--- src/design/eprom_prog_consts.vh ---
// timing, limit and encoding constants for the eprom programmer
`ifndef EPROM_PROG_CONSTS_VH
`define EPROM_PROG_CONSTS_VH

// clock
`define CLK_PERIOD_NS      20

// read timing, slowest speed grade
`define T_ACCESS_NS        300
`define T_GATE_NS          120
`define SYNC_STAGES        2

// program and margin timing
`define T_SETUP_US         2
`define T_HOLD_US          2
`define T_SUPPLY_US        50
`define T_MARGIN_OP_US     2
`define INIT_PULSE_US      1000
`define MARGIN_PULSE_US    500

// derived cycle counts (least times rounded up, pulse widths truncated)
`define ACCESS_CYC   ((`T_ACCESS_NS + `CLK_PERIOD_NS - 1) / `CLK_PERIOD_NS + `SYNC_STAGES)
`define SETUP_CYC    ((`T_SETUP_US * 1000 + `CLK_PERIOD_NS - 1) / `CLK_PERIOD_NS)
`define HOLD_CYC     ((`T_HOLD_US * 1000 + `CLK_PERIOD_NS - 1) / `CLK_PERIOD_NS)
`define SUPPLY_CYC   ((`T_SUPPLY_US * 1000 + `CLK_PERIOD_NS - 1) / `CLK_PERIOD_NS)
`define MOP_CYC      ((`T_MARGIN_OP_US * 1000 + `CLK_PERIOD_NS - 1) / `CLK_PERIOD_NS)
`define INIT_PULSE_CYC   ((`INIT_PULSE_US * 1000) / `CLK_PERIOD_NS)
`define MARGIN_PULSE_CYC ((`MARGIN_PULSE_US * 1000) / `CLK_PERIOD_NS)

// algorithm limits
`define MAX_PULSES         5'h19
`define OVP_FACTOR         3
`define MARGIN_BIT         10

// commands
`define OP_READ            2'h0
`define OP_FAST            2'h1
`define OP_MARGIN          2'h2

// phases
`define PH_READ            2'h0
`define PH_PROG            2'h1
`define PH_CHECK           2'h2

// widths
`define TMR_W              24

`endif

--- src/design/eprom_prog_host.v ---
// host controller that reads and programs a 64K x 8 uv eprom through its pins
//
// How it works
// RULE_01: device drives data only with select and gate low
// RULE_02: gate pin only enables outputs; select sets power
// RULE_03: data valid after access delay; we wait that
// RULE_04: select high puts device in standby, outputs float
// RULE_05: select from decode, gate from read strobe
// RULE_06: erased bits read one; programming only clears
// RULE_07: program mode: gate at vpp, select low, byte
// RULE_08: fast: 1 ms pulses, verify each, max 25
// RULE_09: fast: overprogram pulse lasts 3 ms times count
// RULE_10: pulses with vpp on gate; verify with gate low
// RULE_11: fast end: read all bytes at 5 V, compare
// RULE_12: margin: set mode, n zero, 500 us pulses
// RULE_13: margin sequence applies no overprogram pulses
// RULE_14: margin: count failed verifies, fail at 25
// RULE_15: margin end: reset mode, read all, report; a run failing at 25 pulses stops without the reset pulse
// RULE_16: margin line high sets, low clears flip-flop
// RULE_17: supply drop clears margin mode; treat as lost
// RULE_18: select high with vpp present inhibits programming
// RULE_19: fast: byte failing after 25 pulses stops run
`timescale 1ns/100ps
`default_nettype none
`include "eprom_prog_consts.vh"

module eprom_prog_host #(
  parameter INIT_PULSE_CYC   = `INIT_PULSE_CYC,
  parameter MARGIN_PULSE_CYC = `MARGIN_PULSE_CYC,
  parameter SUPPLY_CYC       = `SUPPLY_CYC
) (
  input  wire        CORE_CLK,
  input  wire        SYS_RST,
  input  wire        CMD_GO,
  input  wire [1:0]  CMD_OP,
  input  wire [15:0] CMD_FIRST,
  input  wire [15:0] CMD_LAST,
  output wire        BUSY,
  output wire        DONE,
  output wire        PASS,
  output wire [15:0] FAIL_ADDR,
  output wire [7:0]  RD_DATA,
  output wire        SRC_REQ,
  output wire [15:0] SRC_ADDR,
  input  wire [7:0]  SRC_DATA,
  input  wire        SRC_ACK,
  input  wire        PWR_LOW,
  output wire [15:0] EP_ADDR,
  output wire        EP_CE_N,
  output wire        EP_OE_N,
  output wire        EP_VPP_ON,
  output wire        EP_VCC_PROG,
  input  wire [7:0]  EP_DQ_IN,
  output wire [7:0]  EP_DQ_OUT,
  output wire        EP_DQ_OE
);

  // sequencer states
  localparam [3:0] S_IDLE   = 4'h0;
  localparam [3:0] S_PWR    = 4'h1;
  localparam [3:0] S_MSET   = 4'h2;
  localparam [3:0] S_MPULSE = 4'h3;
  localparam [3:0] S_MHOLD  = 4'h4;
  localparam [3:0] S_FETCH  = 4'h5;
  localparam [3:0] S_PSETUP = 4'h6;
  localparam [3:0] S_PULSE  = 4'h7;
  localparam [3:0] S_PHOLD  = 4'h8;
  localparam [3:0] S_RSETUP = 4'h9;
  localparam [3:0] S_RCHECK = 4'hA;

  reg  [3:0]        state_q;
  reg  [1:0]        op_q;
  reg  [1:0]        ph_q;
  reg  [15:0]       addr_q;
  reg  [15:0]       first_q;
  reg  [15:0]       last_q;
  reg  [7:0]        data_q;
  reg  [7:0]        rd_q;
  reg  [4:0]        n_q;
  reg               ovp_q;
  reg               mval_q;
  reg               margin_on_q;
  reg               busy_q;
  reg               done_q;
  reg               pass_q;
  reg  [15:0]       fail_addr_q;
  reg               ce_n_q;
  reg               oe_n_q;
  reg               vpp_q;
  reg               vcc_prog_q;
  reg  [7:0]        dq_out_q;
  reg               dq_oe_q;
  reg               tload_q;
  reg  [`TMR_W-1:0] tval_q;
  wire              tdone;
  wire [8:0]        sync_out;
  wire [7:0]        dq_s;
  wire              pwr_low_s;

  // cut a cycle count to the timer width
  function [`TMR_W-1:0] cyc;
    input integer n;
    reg   [31:0]  v;
    begin
      v = n;
      cyc = v[`TMR_W-1:0];
    end
  endfunction

  // overprogram pulse length: factor times initial pulses times 1 ms
  function [`TMR_W-1:0] ovp_len;
    input [4:0]   x;
    input integer unit;
    reg   [31:0]  v;
    begin
      v = `OVP_FACTOR * {27'h0, x} * unit;
      ovp_len = v[`TMR_W-1:0];
    end
  endfunction

  // pin inputs pass two flops before use
  pin_sync #(
    .W (9)
  ) u_sync (
    .clk  (CORE_CLK),
    .rst  (SYS_RST),
    .din  ({PWR_LOW, EP_DQ_IN}),
    .dout (sync_out)
  );

  assign dq_s      = sync_out[7:0];
  assign pwr_low_s = sync_out[8];

  wait_timer u_tmr (
    .clk   (CORE_CLK),
    .rst   (SYS_RST),
    .load  (tload_q),
    .value (tval_q),
    .done  (tdone)
  );

  // end of a run: drop every control pin back to standby
  task finish;
    input ok;
    begin
      state_q     <= S_IDLE;
      busy_q      <= 1'b0;
      done_q      <= 1'b1;
      pass_q      <= ok;
      ce_n_q      <= 1'b1;
      oe_n_q      <= 1'b1;
      vpp_q       <= 1'b0;
      vcc_prog_q  <= 1'b0;
      dq_oe_q     <= 1'b0;
      margin_on_q <= 1'b0;
      if (!ok) begin
        fail_addr_q <= addr_q;
      end
    end
  endtask

  // start a wait of the given length
  task start;
    input [`TMR_W-1:0] len;
    begin
      tload_q <= 1'b1;
      tval_q  <= len;
    end
  endtask

  // drive the byte and raise vpp before a program pulse
  task prog_setup;
    begin
      state_q  <= S_PSETUP;
      dq_out_q <= data_q;
      dq_oe_q  <= 1'b1;
      oe_n_q   <= 1'b1;
      vpp_q    <= 1'b1;
      start(cyc(`SETUP_CYC));
    end
  endtask

  // advance to next byte or close the programming or checking pass
  task next_addr;
    begin
      if (addr_q != last_q) begin
        addr_q  <= addr_q + 16'h0001;
        state_q <= S_FETCH;
      end else if (ph_q == `PH_CHECK) begin
        finish(1'b1);
      end else if (op_q == `OP_MARGIN) begin
        mval_q                <= 1'b0;
        addr_q[`MARGIN_BIT]   <= 1'b0; // [RULE_15] [RULE_16]
        vpp_q                 <= 1'b1;
        state_q               <= S_MSET;
        start(cyc(`SETUP_CYC));
      end else begin
        vcc_prog_q <= 1'b0; // [RULE_11]
        ph_q       <= `PH_CHECK;
        state_q    <= S_PWR;
        start(cyc(SUPPLY_CYC));
      end
    end
  endtask

  // main sequencer
  always @(posedge CORE_CLK) begin
    if (SYS_RST) begin
      state_q     <= S_IDLE;
      op_q        <= `OP_READ;
      ph_q        <= `PH_READ;
      addr_q      <= 16'h0000;
      first_q     <= 16'h0000;
      last_q      <= 16'h0000;
      data_q      <= 8'hFF;
      rd_q        <= 8'h00;
      n_q         <= 5'h00;
      ovp_q       <= 1'b0;
      mval_q      <= 1'b0;
      margin_on_q <= 1'b0;
      busy_q      <= 1'b0;
      done_q      <= 1'b0;
      pass_q      <= 1'b0;
      fail_addr_q <= 16'h0000;
      ce_n_q      <= 1'b1;
      oe_n_q      <= 1'b1;
      vpp_q       <= 1'b0;
      vcc_prog_q  <= 1'b0;
      dq_out_q    <= 8'h00;
      dq_oe_q     <= 1'b0;
      tload_q     <= 1'b0;
      tval_q      <= {`TMR_W{1'b0}};
    end else begin
      tload_q <= 1'b0;
      done_q  <= 1'b0;
      if (margin_on_q && pwr_low_s) begin
        finish(1'b0); // [RULE_17]
      end else begin
        case (state_q)
          S_IDLE: begin
            if (CMD_GO) begin
              op_q    <= CMD_OP;
              addr_q  <= CMD_FIRST;
              first_q <= CMD_FIRST;
              last_q  <= CMD_LAST;
              busy_q  <= 1'b1;
              pass_q  <= 1'b0;
              if (CMD_OP == `OP_READ) begin
                ph_q    <= `PH_READ;
                ce_n_q  <= 1'b0; // [RULE_01] [RULE_05]
                oe_n_q  <= 1'b0; // [RULE_02]
                state_q <= S_RSETUP;
                start(cyc(`ACCESS_CYC));
              end else begin
                ph_q       <= `PH_PROG;
                vcc_prog_q <= 1'b1;
                state_q    <= S_PWR;
                start(cyc(SUPPLY_CYC));
              end
            end
          end
          S_PWR: begin
            if (tdone) begin
              if (ph_q == `PH_PROG && op_q == `OP_MARGIN) begin
                mval_q              <= 1'b1;
                addr_q[`MARGIN_BIT] <= 1'b1; // [RULE_12] [RULE_16]
                vpp_q               <= 1'b1;
                state_q             <= S_MSET;
                start(cyc(`SETUP_CYC));
              end else begin
                addr_q  <= first_q;
                state_q <= S_FETCH;
              end
            end
          end
          S_MSET: begin
            if (tdone) begin
              ce_n_q  <= 1'b0;
              state_q <= S_MPULSE;
              start(cyc(`MOP_CYC));
            end
          end
          S_MPULSE: begin
            if (tdone) begin
              ce_n_q  <= 1'b1;
              state_q <= S_MHOLD;
              start(cyc(`HOLD_CYC));
            end
          end
          S_MHOLD: begin
            if (tdone) begin
              vpp_q       <= 1'b0;
              margin_on_q <= mval_q;
              addr_q      <= first_q;
              if (mval_q) begin
                state_q <= S_FETCH;
              end else begin
                vcc_prog_q <= 1'b0;
                ph_q       <= `PH_CHECK;
                state_q    <= S_PWR;
                start(cyc(SUPPLY_CYC));
              end
            end
          end
          S_FETCH: begin
            if (SRC_ACK) begin
              data_q <= SRC_DATA;
              n_q    <= 5'h00; // [RULE_12]
              ovp_q  <= 1'b0;
              if (ph_q == `PH_PROG) begin
                state_q  <= S_PSETUP;
                dq_out_q <= SRC_DATA;
                dq_oe_q  <= 1'b1; // [RULE_07]
                oe_n_q   <= 1'b1;
                vpp_q    <= 1'b1; // [RULE_10]
                start(cyc(`SETUP_CYC));
              end else begin
                ce_n_q  <= 1'b0;
                oe_n_q  <= 1'b0;
                state_q <= S_RSETUP;
                start(cyc(`ACCESS_CYC));
              end
            end
          end
          S_PSETUP: begin
            if (tdone) begin
              ce_n_q  <= 1'b0; // [RULE_07] [RULE_18]
              state_q <= S_PULSE;
              if (ovp_q) begin
                start(ovp_len(n_q, INIT_PULSE_CYC)); // [RULE_09]
              end else if (op_q == `OP_MARGIN) begin
                start(cyc(MARGIN_PULSE_CYC)); // [RULE_12]
              end else begin
                start(cyc(INIT_PULSE_CYC)); // [RULE_08]
              end
            end
          end
          S_PULSE: begin
            if (tdone) begin
              ce_n_q  <= 1'b1;
              state_q <= S_PHOLD;
              start(cyc(`HOLD_CYC));
            end
          end
          S_PHOLD: begin
            if (tdone) begin
              vpp_q   <= 1'b0;
              dq_oe_q <= 1'b0;
              if (ovp_q) begin
                next_addr;
              end else begin
                n_q     <= n_q + 5'h01; // [RULE_14]
                ce_n_q  <= 1'b0;
                oe_n_q  <= 1'b0; // [RULE_10]
                state_q <= S_RSETUP;
                start(cyc(`ACCESS_CYC));
              end
            end
          end
          S_RSETUP: begin
            if (tdone) begin
              rd_q    <= dq_s; // [RULE_03]
              ce_n_q  <= 1'b1; // [RULE_04]
              oe_n_q  <= 1'b1;
              state_q <= S_RCHECK;
            end
          end
          S_RCHECK: begin
            if (ph_q == `PH_READ) begin
              finish(1'b1);
            end else if (ph_q == `PH_CHECK) begin
              if (rd_q != data_q) begin
                finish(1'b0); // [RULE_11] [RULE_15]
              end else begin
                next_addr;
              end
            end else if (rd_q == data_q) begin // [RULE_06]
              if (op_q == `OP_FAST) begin
                ovp_q <= 1'b1; // [RULE_09]
                prog_setup;
              end else begin
                next_addr; // [RULE_13]
              end
            end else if (n_q == `MAX_PULSES) begin
              finish(1'b0); // [RULE_14] [RULE_19]
            end else begin
              prog_setup; // [RULE_08]
            end
          end
          default: begin
            finish(1'b0);
          end
        endcase
      end
    end
  end

  // user side
  assign BUSY      = busy_q;
  assign DONE      = done_q;
  assign PASS      = pass_q;
  assign FAIL_ADDR = fail_addr_q;
  assign RD_DATA   = rd_q;
  assign SRC_REQ   = (state_q == S_FETCH);
  assign SRC_ADDR  = addr_q;

  // device pins
  assign EP_ADDR     = addr_q;
  assign EP_CE_N     = ce_n_q;
  assign EP_OE_N     = oe_n_q;
  assign EP_VPP_ON   = vpp_q;
  assign EP_VCC_PROG = vcc_prog_q;
  assign EP_DQ_OUT   = dq_out_q;
  assign EP_DQ_OE    = dq_oe_q;

endmodule // eprom_prog_host
`default_nettype wire

--- src/design/pin_sync.v ---
// two-flop synchroniser for pin inputs
`timescale 1ns/100ps
`default_nettype none

module pin_sync #(
  parameter W = 9
) (
  input  wire         clk,
  input  wire         rst,
  input  wire [W-1:0] din,
  output wire [W-1:0] dout
);

  reg [W-1:0] meta_q;
  reg [W-1:0] sync_q;

  // first stage feeds only the second
  always @(posedge clk) begin
    if (rst) begin
      meta_q <= {W{1'b0}};
      sync_q <= {W{1'b0}};
    end else begin
      meta_q <= din;
      sync_q <= meta_q;
    end
  end

  assign dout = sync_q;

endmodule // pin_sync
`default_nettype wire

--- src/design/wait_timer.v ---
// down-counting wait timer used for every pin delay and pulse width
`timescale 1ns/100ps
`default_nettype none
`include "eprom_prog_consts.vh"

module wait_timer (
  input  wire                 clk,
  input  wire                 rst,
  input  wire                 load,
  input  wire [`TMR_W-1:0]    value,
  output wire                 done
);

  reg [`TMR_W-1:0] cnt_q;

  // load then count down to zero
  always @(posedge clk) begin
    if (rst) begin
      cnt_q <= {`TMR_W{1'b0}};
    end else if (load) begin
      cnt_q <= value;
    end else if (cnt_q != {`TMR_W{1'b0}}) begin
      cnt_q <= cnt_q - {{(`TMR_W-1){1'b0}}, 1'b1};
    end
  end

  assign done = (cnt_q == {`TMR_W{1'b0}}) & ~load;

endmodule // wait_timer
`default_nettype wire

--- config.mk ---
export PLATFORM = sky130hd
export DESIGN_NAME = eprom_prog_host
export DESIGN_NICKNAME = d
export VERILOG_FILES = /design/src/design/eprom_prog_host.v /design/src/design/pin_sync.v /design/src/design/wait_timer.v
export VERILOG_INCLUDE_DIRS = /design/src /design/src/design
export SDC_FILE = /design/constraint.sdc
export NUM_CORES = 1
export LEC_CHECK = 0
export ABC_AREA = 0
export BUFFER_PORTS_ARGS = -buffer_cell sky130_fd_sc_hd__clkbuf_2
export CORE_MARGIN = 4
export CORE_UTILIZATION = 45
export DETAILED_ROUTE_END_ITERATION = 8
export PLACE_DENSITY = 0.62
export SKIP_CTS_REPAIR_TIMING = 1
export SLEW_MARGIN = 0
export SYNTH_ARGS = -nofsm -noshare
export SYNTH_HDL_FRONTEND = slang
export SYNTH_SLANG_ARGS = --single-unit
export TNS_END_PERCENT = 50
--- constraint.sdc ---
create_clock -name CORE_CLK -period 6.23 [get_ports CORE_CLK]
set_input_delay 1.246 -clock CORE_CLK [delete_from_list [all_inputs] [get_ports CORE_CLK]]
set_output_delay 1.246 -clock CORE_CLK [all_outputs]
set_load 0.02 [all_outputs]
==> flow_metrics.tcl <==
set metrics [dict create \
    hold_class "reg2reg" \
    ys_seq_area_share_pct 33.5 \
    start_util_pct 46.2 \
    drc 0 \
    fin_hold_ws_ps 440 \
    synth_commonest_cells "196 x nand2_1, 177 x dfxtp_1, 131 x nor2_1" \
    p_int_mw 2.87 \
    antenna_found_initial 0 \
    cap_violations 0 \
    num_rows 55 \
    wl_um 31300 \
    regToRegStartpoint "n_q[0]" \
    p_per_area_mw_per_mm2 449 \
    arrival_ps 5660 \
    rsz0062_at_grt "false" \
    dr.pass1.iters 6 \
    path_clk_slew_ps 70 \
    place_congestion 0.990 \
    numPortBuffers 127 \
    vias 9928 \
    num_antenna_cells 0 \
    leakage_nw 5.30 \
    tns_ps 0 \
    synth_top_cell_by_area "dfxtp_1" \
    power.net_switching_mw 2.47 \
    grt_max_degree 72 \
    yosys_warnings 0 \
    peakVddDrop_mv 0.211 \
    setup_ws_ps 934 \
    place_inst 1690 \
    ys.flop_type "dfxtp_1" \
    max_freq_mhz 189 \
    cts_tree "built" \
    dieArea_mm2 0.0260 \
    layoutNonFillerInstCount 1722 \
    synth_seq_cells 177 \
    wl_per_cell_um 18.2 \
    fin_crit_ps 5300 \
    synth_cells 1325 \
    critical_path_class "reg2reg" \
    die_w_um 161 \
    ios 128 \
    tightest_slew_ps 1300 \
    clock_sinks 177 \
    cts_root_buf "clkbuf_16" \
    async_flop_share_pct 0 \
    syn_avg_cell_area_um2 7.99 \
    grt_util_all_layers_pct 23.6 \
    htree_levels 4 \
    cts_buffer_depth 2 \
    drv_slew 0 \
    clk_latency_ps 440 \
    slew_headroom_pct 12.7 \
    skew_ps 15.2 \
    crit_fanout 8 \
    layout-drive-gt1-share_pct 15.0 \
    crit_top_cell "ha_1" \
    power_frac_seq_pct 30.2 \
    synth_nets 1451 \
    grt_pass1_vias 9313 \
    yosysUniqueCellTypes 86 \
    pre_cts_ws_ps 982 \
    n_fill_cell 2266 \
    crit_path_start_kind "register" \
    power_frac_comb_pct 49.5 \
    hold_viol 0 \
    numCtsBuffers 17 \
    grt_pass1_wl_um 50600 \
    synth_most_common_cell "nand2_1" \
    yosysTopAreaCellShare_pct 33.5 \
    switching_share_pct 46.3 \
    core-area_mm2 0.0229 \
    finalPower_mw 5.35 \
    synth_area_mm2 0.0106 \
    startpoint "n_q[0]" \
    overflow 0 \
    cpMaxStageDelayCell "dfxtp_1" \
    viasPerCell 5.77 \
    pwr-share-clk_pct 20.3 \
    critPathRequiredTime_ps 6590 \
    end_kind "register" \
    dieHeight_um 161 \
    period_share_pct 85.0 \
    area_growth_pct 12.5 \
    setup_violations 0 \
    synthTopCellsByArea "dfxtp_1 33%, ha_1 7.4%, nand2_1 6.9%" \
    synth-edff-count 0 \
    ant_nets 0 \
    crit_chain "ha_1, fa_1, a21oi_1, nor2_1, nor2_1, xnor2_1, inv_1, ha_1, ha_1, ha_1, inv_1, fa_1, inv_1, ha_1, a21oi_1, nor2b_1, o21ai_0, o21ai_0, or4_1, a21oi_1" \
    critPathMaxStageDelay_ps 550 \
    nets 1522 \
    status "finished, final reports clean" \
    first_iter_violations 1026 \
    hold_start "u_sync.meta_q[2]" \
    dp_hpwl_um 22000 \
]
==> stage by stage <==
step / instance area, µm² / util, %
finish: 11900 / 52.0
floorplan: 10600 / -
global placement: 11300 / 49.4
detailed placement: 11300 / 49.4
CTS: 11900 / 52.0
global route: 11900 / 52.0
==> state kept, by name (all words and copies together) (netlist names), 9 cells and up <==
name           cells
EP_ADDR           16
FAIL_ADDR         16
tval_q            22
u_sync.meta_q      9
last_q            16
u_sync.dout        9
u_tmr.cnt_q       24
first_q           16
==> kinds of logic (layout without fill, tap and decap cells) <==
family,Yosys count,in the layout,synth area share [%]
compound gates,330,330,20.3
xor+xnor,55,55,4.55
fa+ha+maj,71,71,8.96
buf+inv,128,212,5.48
flops,177,177,33.5
mux,36,36,3.40
simple gates,528,528,23.8
==> final timing paths <==
| check | to | slack, ps | depth (start not counted) |
|---|---|---|---|
| hold reg to reg | u_sync.dout[2] | 440 | 1 |
| hold / removal | u_sync.dout[2] | 440 | 1 |
| setup / recovery | tval_q[17] | 930 | 20 |
| setup reg to reg | tval_q[17] | 930 | 20 |
==> layout by cell type (no fill, tap or decap), types with 9 or more instances in the layout <==
cell type,instances
nand2b_1,13
and3_1,10
o31ai_1,9
inv_1,32
nor3_1,28
clkbuf_2,126
or3_1,18
nor2_1,130
nand2_1,196
a21oi_1,126
xor2_1,34
ha_1,63
clkbuf_16,17
nor4_1,12
dfxtp_1,177
a31oi_1,14
xnor2_1,21
o21ai_0,51
nand3_1,42
nor2b_1,27
buf_4,21
mux2i_1,36
a211oi_1,11
a21o_1,15
a311oi_1,13
==> metal layers <==
metal,vias up,part of all wire [%],GRT usage (%),wire (µm)
li1,4856,-,-,-
met1,4647,47,33.9,14800
met2,371,44,35.8,13700
met3,54,7.0,5.10,2200
met4,0,1.9,6.51,591
met5,-,0,0,0
==> critical path, delay by kind of cell (launching register included) <==
kind | cells | cell delay (ps)
fa+ha+maj | 7 | 2160
buf+inv | 3 | 190
compound gates | 5 | 1100
flops | 1 | 550
xor+xnor | 1 | 510
simple gates | 4 | 720
==> power by group through the flow <==
stage / Combinational [mW] / Clock [mW] / Sequential [mW]
final: 2.64 / 1.08 / 1.62
after CTS: 2.61 / 1.11 / 1.61
after global routing: 2.91 / 1.16 / 1.65
after floorplan: 1.95 / 0 / 1.60
after detailed placement: 2.60 / 0 / 1.64
after global placement: 2.59 / 0 / 1.64
==> cell type report <==
| type | instances | area (µm²) | share of cell area, % |
|---|---|---|---|
| multi-input cells | 1020 | 6470 | 54.4 |
| well taps | 313 | 392 | 3.29 |
| inverters | 33 | 124 | 1.04 |
| repair buffers | 147 | 788 | 6.62 |
| clock inverters | 13 | 145 | 1.22 |
| flip-flops and latches | 177 | 3540 | 29.8 |
| clock buffers | 19 | 443 | 3.72 |
No activity file was read; power rests on OpenSTA's default activity.
